`src/rtl/scc_pkg.sv`:
```
// Shared constants, types and state layout of the system clock controller
package scc_pkg;

   // ----------------------------------------------------------------
   // Register map and field layout
   // ----------------------------------------------------------------
   localparam int REG_ADDR_W = 1;
   localparam logic [REG_ADDR_W-1:0] SYSCLK_CTRL_OFS = 1'h0;
   localparam int MON_BIT = 7;
   localparam int UNUSED_HI = 6;
   localparam int UNUSED_LO = 5;
   localparam int WAIT_HI = 4;
   localparam int WAIT_LO = 3;
   localparam int SEL_BIT = 2;
   localparam int GEAR_HI = 1;
   localparam int GEAR_LO = 0;
   localparam logic [1:0] UNUSED_READ = 2'h0;
   localparam logic [7:0] RDATA_IDLE = 8'h00;

   // ----------------------------------------------------------------
   // Reset values
   // ----------------------------------------------------------------
   localparam logic [1:0] WAIT_OPTION_DEF = 2'h3;
   localparam logic SEL_RESET = 1'b1;
   localparam logic [1:0] GEAR_RESET = 2'h0;

   // ----------------------------------------------------------------
   // Gear codes and divider terminal counts
   // ----------------------------------------------------------------
   localparam logic [1:0] GEAR_DIV4 = 2'h3;
   localparam logic [1:0] GEAR_DIV8 = 2'h2;
   localparam logic [1:0] GEAR_DIV16 = 2'h1;
   localparam logic [1:0] GEAR_DIV64 = 2'h0;
   localparam int GEAR_CNT_W = 6;
   localparam logic [GEAR_CNT_W-1:0] TERM_DIV4 = 6'h03;
   localparam logic [GEAR_CNT_W-1:0] TERM_DIV8 = 6'h07;
   localparam logic [GEAR_CNT_W-1:0] TERM_DIV16 = 6'h0f;
   localparam logic [GEAR_CNT_W-1:0] TERM_DIV64 = 6'h3f;

   // ----------------------------------------------------------------
   // Prescaler sizes and stabilization bit choices
   // ----------------------------------------------------------------
   localparam int TB_W = 19;
   localparam int TB_SEL_W = 5;
   localparam int WP_W = 15;
   localparam int WP_SEL_W = 4;
   localparam logic [WP_SEL_W-1:0] WP_STAB_BIT = 4'he;
   localparam logic [TB_SEL_W-1:0] WAIT_BIT0_DEF = 5'h0c;
   localparam logic [TB_SEL_W-1:0] WAIT_BIT1_DEF = 5'h0e;
   localparam logic [TB_SEL_W-1:0] WAIT_BIT2_DEF = 5'h10;
   localparam logic [TB_SEL_W-1:0] WAIT_BIT3_DEF = 5'h12;

   // ----------------------------------------------------------------
   // Types
   // ----------------------------------------------------------------
   typedef enum logic [3:0] {
      ST_RESET = 4'h0,
      ST_SUBSTAB = 4'h1,
      ST_MAINSTAB = 4'h2,
      ST_MAIN_RUN = 4'h3,
      ST_MAIN_SLEEP = 4'h4,
      ST_MAIN_STOP = 4'h5,
      ST_SUB_RUN = 4'h6,
      ST_SUB_SLEEP = 4'h7,
      ST_SUB_STOP = 4'h8,
      ST_WATCH = 4'h9
   } scc_mode_e;

   typedef struct packed {
      logic wr;
      logic rd;
      logic [REG_ADDR_W-1:0] addr;
      logic [7:0] wdata;
   } scc_bus_s;

   typedef struct packed {
      logic sleep;
      logic stop;
      logic watch;
   } scc_stby_s;

   typedef struct packed {
      logic anyIrq;
      logic extIrq;
      logic watchIrq;
   } scc_wake_s;

   typedef struct packed {
      logic cpu;
      logic periph;
      logic timebase;
      logic watch;
   } scc_ticks_s;

   typedef struct packed {
      scc_mode_e mode;
      logic [1:0] waitSel;
      logic clockSel;
      logic [1:0] gear;
      logic mainMode;
      logic [GEAR_CNT_W-1:0] gearCnt;
      logic subDiv;
      logic [7:0] rdata;
   } scc_state_s;

endpackage

```
`src/rtl/scc_clock_ctrl.sv`:
```
// System clock mode controller: clock select, gear, stabilization, standby
//
// Chosen here: strobed register access and the register addresses.
`timescale 1ns/1ns
module scc_clock_ctrl
   import scc_pkg::*;
#(
   parameter logic [1:0] WAIT_OPTION = WAIT_OPTION_DEF,
   parameter logic [TB_SEL_W-1:0] WAIT_BIT0 = WAIT_BIT0_DEF,
   parameter logic [TB_SEL_W-1:0] WAIT_BIT1 = WAIT_BIT1_DEF,
   parameter logic [TB_SEL_W-1:0] WAIT_BIT2 = WAIT_BIT2_DEF,
   parameter logic [TB_SEL_W-1:0] WAIT_BIT3 = WAIT_BIT3_DEF
) (
   // Clock and reset
   input wire logic clk_sys,
   input wire logic resetn,
   // Register port
   input wire scc_bus_s bus,
   output logic [7:0] rdata,
   // Oscillator periods, one pulse each
   input wire logic mainOscTick,
   input wire logic subOscTick,
   // Reset taken from sub-stop, caught after release
   input wire logic subStopReset,
   // Standby requests and wake sources
   input wire scc_stby_s stby,
   input wire scc_wake_s wake,
   // Clock outputs and status
   output scc_ticks_s ticks,
   output logic mainOscEnable,
   output logic subOscEnable,
   output logic cpuHold,
   output logic clockModeMonitor
);

   // ----------------------------------------------------------------
   // State
   // ----------------------------------------------------------------
   scc_state_s stateReg;
   scc_state_s stateNext;

   logic wrHit;
   logic rdHit;
   logic mainRunning;
   logic mainGated;
   logic mainDivTick;
   logic subCpuTick;
   logic tbClear;
   logic wpClear;
   logic tbOvf;
   logic wpOvf;
   logic tbTickIn;
   logic wpTickIn;
   logic [TB_SEL_W-1:0] tbSel;
   logic [TB_W-1:0] tbCount;
   logic [7:0] readValue;

   // ----------------------------------------------------------------
   // Decode helpers
   // ----------------------------------------------------------------
   function automatic logic [GEAR_CNT_W-1:0] gearTerm(input logic [1:0] g);
      case (g)
         GEAR_DIV4: return TERM_DIV4;
         GEAR_DIV8: return TERM_DIV8;
         GEAR_DIV16: return TERM_DIV16;
         default: return TERM_DIV64;
      endcase
   endfunction

   function automatic logic [TB_SEL_W-1:0] waitBit(input logic [1:0] w);
      case (w)
         2'h0: return WAIT_BIT0;
         2'h1: return WAIT_BIT1;
         2'h2: return WAIT_BIT2;
         default: return WAIT_BIT3;
      endcase
   endfunction

   function automatic logic isSubMode(input scc_mode_e m);
      return (m == ST_SUB_RUN) || (m == ST_SUB_SLEEP) || (m == ST_SUB_STOP) ||
         (m == ST_WATCH);
   endfunction

   assign wrHit = bus.wr && (bus.addr == SYSCLK_CTRL_OFS);
   assign rdHit = bus.rd && (bus.addr == SYSCLK_CTRL_OFS);
   assign tbSel = waitBit(stateReg.waitSel);

   // ----------------------------------------------------------------
   // Oscillator and clock gating
   // ----------------------------------------------------------------
   // Main oscillator off in subclock modes and main stop
   assign mainRunning = !isSubMode(stateReg.mode) && (stateReg.mode != ST_MAIN_STOP);
   assign mainOscEnable = mainRunning;
   assign subOscEnable = (stateReg.mode != ST_SUB_STOP);
   assign mainGated = mainOscTick && mainRunning;
   assign cpuHold = (stateReg.mode == ST_RESET) || (stateReg.mode == ST_SUBSTAB) ||
      (stateReg.mode == ST_MAINSTAB);
   assign mainDivTick = mainGated && (stateReg.gearCnt == gearTerm(stateReg.gear));
   assign subCpuTick = subOscTick && stateReg.subDiv;
   assign tbTickIn = mainGated;
   assign wpTickIn = subOscTick && subOscEnable;
   assign clockModeMonitor = stateReg.mainMode;
   assign rdata = stateReg.rdata;

   // Reserved pair reads as zero, monitor from mode flag
   assign readValue = {stateReg.mainMode, UNUSED_READ, stateReg.waitSel,
      stateReg.clockSel, stateReg.gear};

   always_comb begin
      ticks.cpu = 1'b0;
      ticks.periph = 1'b0;
      case (stateReg.mode)
         ST_MAIN_RUN: begin
            ticks.cpu = mainDivTick;
            ticks.periph = mainDivTick;
         end
         ST_MAIN_SLEEP: begin
            ticks.periph = mainDivTick;
         end
         ST_SUB_RUN: begin
            ticks.cpu = subCpuTick;
            ticks.periph = subOscTick;
         end
         ST_SUB_SLEEP: begin
            ticks.periph = subOscTick;
         end
         default: begin
            ticks.cpu = 1'b0;
         end
      endcase
      // Gear-independent timebase and watch clocks
      ticks.timebase = tbTickIn && tbCount[0];
      ticks.watch = wpTickIn;
   end

   // ----------------------------------------------------------------
   // Stabilization counters
   // ----------------------------------------------------------------
   scc_prescaler #(
      .W(TB_W),
      .SEL_W(TB_SEL_W)
   ) u_timebase (
      .clk_sys(clk_sys),
      .resetn(resetn),
      .tick(tbTickIn),
      .clear(tbClear),
      .ovfSel(tbSel),
      .count(tbCount),
      .ovf(tbOvf)
   );

   scc_prescaler #(
      .W(WP_W),
      .SEL_W(WP_SEL_W)
   ) u_watch_prescaler (
      .clk_sys(clk_sys),
      .resetn(resetn),
      .tick(wpTickIn),
      .clear(wpClear),
      .ovfSel(WP_STAB_BIT),
      .count(),
      .ovf(wpOvf)
   );

   // ----------------------------------------------------------------
   // Next state
   // ----------------------------------------------------------------
   always_comb begin
      stateNext = stateReg;
      stateNext.rdata = rdHit ? readValue : RDATA_IDLE;
      if (wrHit) begin
         // Monitor and unused positions are not stored
         stateNext.waitSel = bus.wdata[WAIT_HI:WAIT_LO];
         stateNext.clockSel = bus.wdata[SEL_BIT];
         stateNext.gear = bus.wdata[GEAR_HI:GEAR_LO];
      end
      if (mainGated && (stateReg.mode == ST_MAIN_RUN || stateReg.mode == ST_MAIN_SLEEP)) begin
         // Wrap also when a gear change leaves the count past the new terminal
         stateNext.gearCnt = (stateReg.gearCnt >= gearTerm(stateReg.gear)) ? '0 :
            stateReg.gearCnt + {{(GEAR_CNT_W-1){1'b0}}, 1'b1};
      end
      if (subOscTick) begin
         stateNext.subDiv = !stateReg.subDiv;
      end
      case (stateReg.mode)
         ST_RESET: begin
            // Strap seen after release decides the first wait
            stateNext.mode = subStopReset ? ST_SUBSTAB : ST_MAINSTAB;
         end
         ST_SUBSTAB: begin
            if (wpOvf) begin
               stateNext.mode = stateReg.mainMode ? ST_MAINSTAB : ST_SUB_RUN;
            end
         end
         ST_MAINSTAB: begin
            if (wrHit && !bus.wdata[SEL_BIT] && !stateReg.mainMode) begin
               stateNext.mode = ST_SUB_RUN;
            end else if (tbOvf) begin
               stateNext.mode = ST_MAIN_RUN;
               stateNext.mainMode = 1'b1;
            end
         end
         ST_MAIN_RUN: begin
            if (wrHit && !bus.wdata[SEL_BIT]) begin
               stateNext.mode = ST_SUB_RUN;
               stateNext.mainMode = 1'b0;
            end else if (stby.stop) begin
               stateNext.mode = ST_MAIN_STOP;
            end else if (stby.sleep) begin
               stateNext.mode = ST_MAIN_SLEEP;
            end
         end
         ST_MAIN_SLEEP: begin
            if (wake.anyIrq) begin
               stateNext.mode = ST_MAIN_RUN;
            end
         end
         ST_MAIN_STOP: begin
            if (wake.extIrq) begin
               stateNext.mode = ST_MAINSTAB;
            end
         end
         ST_SUB_RUN: begin
            if (wrHit && bus.wdata[SEL_BIT]) begin
               stateNext.mode = ST_MAINSTAB;
            end else if (stby.stop) begin
               stateNext.mode = ST_SUB_STOP;
            end else if (stby.watch) begin
               stateNext.mode = ST_WATCH;
            end else if (stby.sleep) begin
               stateNext.mode = ST_SUB_SLEEP;
            end
         end
         ST_SUB_SLEEP: begin
            if (wake.anyIrq) begin
               stateNext.mode = ST_SUB_RUN;
            end
         end
         ST_SUB_STOP: begin
            if (wake.extIrq) begin
               stateNext.mode = ST_SUBSTAB;
            end
         end
         ST_WATCH: begin
            if (wake.extIrq || wake.watchIrq) begin
               stateNext.mode = ST_SUB_RUN;
            end
         end
         default: begin
            stateNext.mode = ST_RESET;
         end
      endcase
   end

   // Counters restart on entry into a wait
   assign tbClear = (stateNext.mode == ST_MAINSTAB) && (stateReg.mode != ST_MAINSTAB);
   assign wpClear = (stateNext.mode == ST_SUBSTAB) && (stateReg.mode != ST_SUBSTAB);

   always_ff @(posedge clk_sys) begin
      if (!resetn) begin
         stateReg.mode <= ST_RESET;
         stateReg.waitSel <= WAIT_OPTION;
         stateReg.clockSel <= SEL_RESET;
         stateReg.gear <= GEAR_RESET;
         stateReg.mainMode <= 1'b1;
         stateReg.gearCnt <= '0;
         stateReg.subDiv <= 1'b0;
         stateReg.rdata <= RDATA_IDLE;
      end else begin
         stateReg <= stateNext;
      end
   end

   // ----------------------------------------------------------------
   // Checks
   // ----------------------------------------------------------------
   // Whether the previous sub tick gave the CPU a cycle in sub run
   logic subCpuLast;

   always_ff @(posedge clk_sys) begin
      if (!resetn) begin
         subCpuLast <= 1'b0;
      end else if (subOscTick) begin
         subCpuLast <= ticks.cpu && (stateReg.mode == ST_SUB_RUN);
      end
   end
endmodule

```
`src/rtl/scc_prescaler.sv`:
```
// Free-running prescaler with clear and selectable overflow bit
`timescale 1ns/1ns
module scc_prescaler
   import scc_pkg::*;
#(
   parameter int W = TB_W,
   parameter int SEL_W = TB_SEL_W
) (
   // Clock and reset
   input wire logic clk_sys,
   input wire logic resetn,
   // Counting
   input wire logic tick,
   input wire logic clear,
   input wire logic [SEL_W-1:0] ovfSel,
   // Status
   output logic [W-1:0] count,
   output logic ovf
);

   logic [W-1:0] cntReg;
   logic [W-1:0] cntNext;

   function automatic logic [W-1:0] lowMask(input logic [SEL_W-1:0] sel);
      logic [W-1:0] m;
      m = '0;
      for (int i = 0; i < W; i++) begin
         m[i] = (i <= int'(sel));
      end
      return m;
   endfunction

   // Overflow of the chosen bit: all bits up to it set while a tick arrives
   assign ovf = tick && (&(cntReg | ~lowMask(ovfSel)));
   assign count = cntReg;

   always_comb begin
      cntNext = cntReg;
      if (clear) begin
         cntNext = '0;
      end else if (tick) begin
         cntNext = cntReg + {{(W-1){1'b0}}, 1'b1};
      end
   end

   always_ff @(posedge clk_sys) begin
      if (!resetn) begin
         cntReg <= '0;
      end else begin
         cntReg <= cntNext;
      end
   end

endmodule

```
`config.mk`:
```
export PLATFORM = sky130hd
export DESIGN_NAME = scc_clock_ctrl
export DESIGN_NICKNAME = d
export VERILOG_FILES = /design/src/rtl/scc_pkg.sv /design/src/rtl/scc_clock_ctrl.sv /design/src/rtl/scc_prescaler.sv
export SDC_FILE = /design/constraint.sdc
export NUM_CORES = 1
export LEC_CHECK = 0
export ABC_AREA = 1
export ABC_CLOCK_PERIOD_IN_PS = 2200
export BUFFER_PORTS_ARGS = -buffer_cell sky130_fd_sc_hd__buf_2
export CORE_ASPECT_RATIO = 1.25
export CORE_UTILIZATION = 45
export DETAILED_ROUTE_END_ITERATION = 12
export HOLD_SLACK_MARGIN = 0.06
export PLACE_DENSITY = 0.72
export SKIP_CTS_REPAIR_TIMING = 1
export SYNTH_ARGS = -nofsm -noshare
export SYNTH_HDL_FRONTEND = slang
export SYNTH_SLANG_ARGS = --single-unit
export TNS_END_PERCENT = 20
```
`constraint.sdc`:
```
create_clock -name clk_sys -period 2.2 [get_ports clk_sys]
set_clock_uncertainty 0.1 [all_clocks]
set_input_delay 0.44 -clock clk_sys [delete_from_list [all_inputs] [get_ports clk_sys]]
set_output_delay 0.44 -clock clk_sys [all_outputs]
set_load 0.1 [all_outputs]
```
Word-level counts from Yosys, hierarchy flattened
Cells that the tools add are included.
{"block": "op_classes", "bitwise_logic": 4, "n_addsub": 3, "n_eq_ne": 24, "n_mux": 28, "n_reduce_logical": 38, "magnitude_cmp": 19}
{"operator": "$mux 4", "n": 15}
{"operator": "$le 4x5->1 const A", "n": 8}
{"operator": "$pmux 4 s10", "n": 1}
{"operator": "$le 3x5->1 const A", "n": 4}
{"operator": "$add 19x1->19 const B", "n": 1}
{"operator": "$not 19->19", "n": 1}
{"operator": "$or 19x19->19", "n": 1}
{"operator": "$reduce_and 19->1", "n": 1}
{"operator": "$pmux 6 s3", "n": 1}
{"operator": "$eq 4x3->1 const B", "n": 4}
{"operator": "$logic_and 1x1->1", "n": 16}
{"operator": "$add 15x1->15 const B", "n": 1}
{"operator": "$le 5x5->1 const A", "n": 3}
{"operator": "$pmux 5 s3", "n": 1}
{"operator": "$reduce_and 15->1", "n": 1}
{"operator": "$eq 4x2->1 const B", "n": 3}
{"operator": "$mux 6", "n": 2}
{"operator": "$le 2x5->1 const A", "n": 2}
{"operator": "$eq 4x1->1 const B", "n": 2}
{"operator": "$eq 4x4->1 const B", "n": 2}
{"operator": "$reduce_or 2->1", "n": 4}
{"operator": "$logic_or 1x1->1", "n": 7}
{"operator": "$add 6x1->6 const B", "n": 1}
{"operator": "$eq 2x2->1 const B", "n": 3}
{"operator": "21 further kinds", "n": 31}
{"block": "totals", "in_bits": 22, "regBits": 59, "output_inout_bits": 16}

Longest topological paths before layout
Gate-level depths: netlist (run 1).
{"block": "logic_depth", "word_depth": 14, "mapped_depth": 14, "ltp_nobuf": 13}

By module
Synthesis (run 1) repeated with hierarchy kept, for this count alone.
{"block": "hier_totals", "cells_unflattened": 578, "hier_area_um2": 3603.5}
{"mod": "scc_clock_ctrl", "area_each_um2": 1589.0, "seq_area_each_um2": 460.4, "instances": 1, "cells_per_inst": 247}
{"mod": "scc_prescaler (u_timebase)", "area_each_um2": 1149.9, "seq_area_each_um2": 380.4, "instances": 1, "cells_per_inst": 192}
{"mod": "scc_prescaler (u_watch_prescaler)", "area_each_um2": 864.6, "seq_area_each_um2": 300.3, "instances": 1, "cells_per_inst": 139}

Worst setup path after synthesis (run 1)
No wires, ideal clock.
{"block": "synth_path", "path_type": "flip-flop to output port", "startpoint": "register stateReg, in the netlist readValue[1]", "endpoint": "output port ticks[3] (netlist bit)", "arrival_ps": 3213, "slack_ps": -1553, "path_stages_with_launch": 8, "path_cell_list": "dfxtp_1 > inv_1 > nand2_1 > ha_1 > nand2_1 > inv_1 > nand4_1 > o31ai_1"}
{"item": "start, declared", "line_no": "scc_clock_ctrl.sv:39", "source": "scc_state_s stateReg;"}
{"item": "start signal, assigned", "line_no": "scc_clock_ctrl.sv:270", "source": "stateReg <= stateNext;"}
{"item": "end, declared", "line_no": "scc_clock_ctrl.sv:29", "source": "output scc_ticks_s ticks,"}

==> results.tsv, run 1 <==
metric	value	unit
buffers from clock root to sink, at most	2	
iteration count of the initial detailed-routing pass	4	
most numerous cell in the Yosys netlist	nand2_1	
Routed Antenna Nets	0	
fraction of layout instances using a drive strength above 1	0.217	
power per cell area	691	nW/um2
number of endpoints with negative hold slack in the final report	0	
synthesized area	3110	um2
Placer Congestion	0.847	
remaining max-slew budget at the tightest pin	0.631	
initial standard-cell utilization of the core	0.471	
core region area	6610	um2
instance area at placement	3460	um2
Num CTS Buffers	9	
count of flip-flops with a built-in enable after synthesis	0	
dominant synthesized flop cell	dfxtp_1	
die boundary width	76.4	um
kind of critical path	register to output port	
count of pins on the block boundary	38	
Worst Slack Setup Final	-0.243	ns
leakage power of the design	1.60	nW
number of filler instances in the final layout	647	
pin count of the biggest net entering global routing	20	
sum of negative setup slack	-0.465	ns
Root Buffer	clkbuf_8	
Area growth syn-to-layout	18.9	%
first-pass GRT wire length	10.9	mm
Std-Cell Rows	33	
total wire length	6.37	mm
endpoints failing setup	2	
average routed wire per standard cell	11.3	um
Peak Freq	409	MHz
DP Wirelength	4.70	mm
DR vias	2680	
initial antenna violation count	0	
Initial DRC Count	113	
Crit path arrival time	1.90	ns
max-slew violation count	0	
final instance area	3700	um2
Critical Path Start Type	register	
detailed-route DRC error count	0	
antenna cell count	0	
sequential share of the synthesized area	0.367	
violations in the final reports	setup timing	
TritonCTS clock tree	yes	
share of the clock period used by the worst path	1.11	
VDD IR max	392	uV
total of max-cap violations	0	
Synth Instances	430	
Overflow after GRT	0	
Yosys cell types	38	
number of clock sinks seen by CTS	57	
Async S/R FF share, synth	0	
leading cell types by total area after synthesis	dfxtp_1 37%, nand2_1 10%, nor2_1 9.4%, inv_1 5.5%, xor2_1 5.1%	
run status	finished, violations left	
Synth top area share	0.367	
worst min-delay path class	primary input to register	
critical-path maximum fanout	3	
post-synthesis cell type with the largest combined area	dfxtp_1	
clock-pin slew on the worst setup and hold paths	0.07	ns
Port Buffer Count	32	
Worst setup EP type	output port	
global-route usage over all layers	0.194	
CP Data Required Time	1.66	ns
number of H-tree branching levels	3	
final net count	499	
die outline area	7250	um2
mean area per synthesized cell	7.24	um2
register bit total from synthesis	57	
number of global-route vias before repair	2471	
vertical die dimension	95.0	um
count of warnings emitted by yosys	0	
DR vias/cell	4.77	
Post-synth top cells	84 x nand2_1, 78 x nor2_1, 57 x dfxtp_1	
minimum clock period after layout	2.44	ns
RSZ-0062 raised after global routing	true	
slew at the pin closest to its max-slew limit	0.552	ns
worst skew pair latency	0.34	ns
power by group:
group | switching (mW) | internal (mW)
clock | 0.424 | 0.545
combinational | 0.342 | 0.147
sequential | 0.0323 | 1.07
layout by cell type (no fill, tap or decap), drive strengths merged, types with 2 or more instances in the layout:
master and n:
xor2 18, nor2 88, nor3 9, inv 50, o21ai 9, clkbuf 10, a21oi 18, dfxtp 57
buf 42, a211oi 2, nand4 7, o211ai 4, clkinv 5, nand2 91, ha 7, conb 2
nand3 33, xnor2 11, mux2i 2
sequential cells by signal, indices dropped and copies added, names as in the netlist:
name,count
u_timebase.count,19
u_watch_prescaler.count,15
stateReg,11
clockModeMonitor,1
rdata,6
readValue,5
cell families after synthesis:
logic type      count (synthesis)  share of synthesized area
fa+ha+maj                       7                     0.0281
flops                          57                      0.367
simple gates                  233                      0.351
other cells                     1                    0.00121
compound gates                 36                     0.0692
buf+inv                        65                     0.0953
xor+xnor                       29                     0.0816
mux                             2                    0.00643
worst max-delay path, cell delays in order, from the launching register on:
cell,delay [ns]
dfxtp_2,0.33
inv_2,0.08
nand2_4,0.07
ha_4,0.28
nand2_4,0.05
inv_2,0.03
nand4_1,0.19
buf_4,0.22
o21ai_4,0.14
buf_12,0.19
metal layers:
metal / vias to the layer above / wire length [um] / global-route usage
li1: 1436 / - / -
met1: 1199 / 2930 / 0.222
met2: 34 / 3090 / 0.337
met3: 11 / 215 / 0.0483
met4: 0 / 136 / 0.0994
met5: - / 0 / 0
stage by stage:
stage               instances  worst slack, ns  total power [mW]  hold slack [ns]   util
detailed placement        541           0.0783              1.60            0.346  0.524
floorplan                 431           -0.225              1.49            0.316      -
finish                    562           -0.243              2.56            0.219  0.560
CTS                       557           -0.299              2.57            0.207  0.554
global placement          541           0.0844              1.59            0.336  0.524
global route              562           -0.345              2.68            0.233  0.560
worst paths after layout:
check                             startpoint                   to  slack [ns]  cells after the start
worst min-delay path                  bus[3]         readValue[3]        0.22                      3
worst max register to register  stateReg[22]  u_timebase.count[9]        0.20                     12
worst min register to register  readValue[2]             rdata[2]        0.35                      2
worst max-delay path            readValue[0]             ticks[2]       -0.24                      9
cell type report:
cell class | instances | area, um2 | area share
clock buffers | 10 | 138 | 0.0372
clock inverters | 6 | 57.6 | 0.0156
inverters | 51 | 193 | 0.0521
multi-input cells | 309 | 1750 | 0.472
flip-flops and latches | 57 | 1150 | 0.310
well taps | 87 | 109 | 0.0294
repair buffers | 42 | 310 | 0.0838
No activity file was read; power rests on OpenSTA's default activity.
==> inputs of run 2 (changes only) <==
CORE_UTILIZATION = 35   (was 45)
PLACE_DENSITY = 0.61   (was 0.72)
==> run 2 against run 1 <==
The run still ends with setup timing left. Clock power increased by 29%. Clock-buffer cell count increased by 2. Sequential power barely moved. First-iteration DRC count grew 18%. Maximum frequency down 0.63%. Flip-flop and latch count is the same. Worst setup slack got worse by 0.015 ns. Global-route usage fell by 3.6 points. Non-clock buffer count stayed put. Critical path depth unchanged. Critical path type unchanged.
==> results.tsv, run 2 (synthesis gave the netlist of run 1 again) <==
metric	value	unit	change
proportion of power drawn by combinational gates	0.185		-0.006
Num CTS Buffers	9		unchanged
average routed wire per standard cell	11.7	um	+3.0%
total of max-cap violations	0		unchanged
TritonCTS clock tree	yes		
Psw	838	uW	+4.9%
die boundary width	86.3	um	+13%
DR vias	2786		+4.0%
total wire length	6.97	mm	+9.4%
number of global-route vias before repair	2644		+7.0%
RSZ-0062 raised after global routing	true		
Area growth syn-to-layout	23.6	%	
number of filler instances in the final layout	906		+40%
run status	finished, violations left		
sum of negative setup slack	-0.501	ns	-0.0360 ns
switching share of power	0.291		-0.0215
iteration count of the initial detailed-routing pass	4		unchanged
clock-pin slew on the worst setup and hold paths	0.07	ns	about the same
VDD IR max	423	uV	+8.1%
Internal Pwr Total	2.04	mW	+16%
Non-Filler Instances	597		+6.2%
number of clock sinks seen by CTS	57		unchanged
leakage power of the design	1.64	nW	+2.3%
register-to-register path setup slack	0.14	ns	-0.06 ns
CP Data Required Time	1.66	ns	about the same
endpoints failing setup	2		unchanged
post-route core utilization	0.445		-0.116
Std-Cell Rows	38		+15%
portion of total power attributed to the clock network	0.434		+0.056
initial antenna violation count	0		unchanged
sequential share of power	0.381		-0.049
worst min-delay path class	primary input to register		
max-slew violation count	0		unchanged
Port Buffer Count	32		unchanged
most used cells in the layout excluding fill and tap cells	81 x nand2_1, 75 x nor2_1, 53 x dfxtp_1		
Placed Instances	576		+6.5%
Routed Antenna Nets	0		unchanged
DR vias/cell	4.67		-2.1%
number of H-tree branching levels	3		unchanged
first-pass GRT wire length	11.4	mm	+5.0%
Initial DRC Count	133		+18%
core region area	8650	um2	+31%
critical-path maximum fanout	3		unchanged
kind of critical path	register to output port		
Worst setup EP type	output port		
max FFs per register	19		unchanged
vertical die dimension	107	um	+13%
number of endpoints with negative hold slack in the final report	0		unchanged
commonest non-fill, non-tap cell in the layout	nand2_1		
share of the clock period used by the worst path	1.12		+0.00704
Peak Freq	407	MHz	-0.63%
fraction of layout instances using a drive strength above 1	0.224		+0.00748
violations in the final reports	setup timing		
minimum clock period after layout	2.46	ns	+0.0155 ns
Root Buffer	clkbuf_8		
Placer Congestion	0.877		+3.6%
minimum setup slack after placement	0.0601	ns	-0.0182 ns
detailed-route DRC error count	0		unchanged
final net count	501		+0.40%
Hold Worst Slack	0.239	ns	+0.0199 ns
Power, Total	2.88	mW	+13%
Worst Slack Setup Final	-0.259	ns	-0.0155 ns
Overflow after GRT	0		unchanged
final instance area	3850	um2	+4.0%
global-route usage over all layers	0.158		-0.0359
buffers from clock root to sink, at most	2		unchanged
DP Wirelength	5.03	mm	+7.0%
initial standard-cell utilization of the core	0.360		-0.111
count of pins on the block boundary	38		unchanged
worst skew pair latency	0.34	ns	about the same
Crit path arrival time	1.92	ns	+0.02 ns
instance area at placement	3520	um2	+1.6%
die outline area	9270	um2	+28%
antenna cell count	0		unchanged
power per cell area	749	nW/um2	+8.4%
pin count of the biggest net entering global routing	20		unchanged
Critical Path Start Type	register		
[run 2: cell count changes in the layout (fill, tap and decap cells not counted), moves of 2 or more]
cell / previous run / this run
bufinv_16: 1 / 3
nor2_2: 4 / 6
nor2_1: 77 / 75
clkinv_2: 5 / 1
[run 2: power groups by stage]
stage	Combinational, mW	Sequential, mW	Clock (mW)
after CTS	0.493	1.10	1.27
after floorplan	0.377	1.12	0
final	0.534	1.10	1.25
after global placement	0.481	1.12	0
after global routing	0.578	1.10	1.32
after detailed placement	0.489	1.12	0
[run 2: path summary, 6_finish.rpt]
| check | start | end | cells past startpoint |
|---|---|---|---|
| worst min-delay path | bus[4] | readValue[4] | 3 |
| worst max register to register | u_watch_prescaler.count[0] | u_timebase.count[18] | 12 |
| worst min register to register | readValue[2] | rdata[2] | 2 |
| worst max-delay path | readValue[1] | ticks[2] | 9 |
[run 2: routing by layer]
layer  GRT usage  wire, um  up-vias
met5           0         0        -
met4      0.0774        95        0
met3      0.0245       239        8
met2       0.287      3530       48
met1       0.178      3100     1287
li1            -         -     1443
[run 2: layout make-up]
type                       instances  area [um2]  share of cell area
clock inverter                     4        98.8              0.0257
timing repair buffer              42         310              0.0807
tap                              120         150              0.0390
inverter                          51         193              0.0501
clock buffer                      12         155              0.0403
sequential                        57        1150               0.298
multi-input combinational        311        1790               0.466
[run 2: critical path, stage by stage, from the launching register on]
cell and delay [ns]:
dfxtp_2 0.33, inv_2 0.09, nand2_4 0.07, ha_4 0.28, nand2_4 0.05, inv_2 0.03, nand4_1 0.18, buf_4 0.22
o21ai_4 0.14, buf_12 0.19
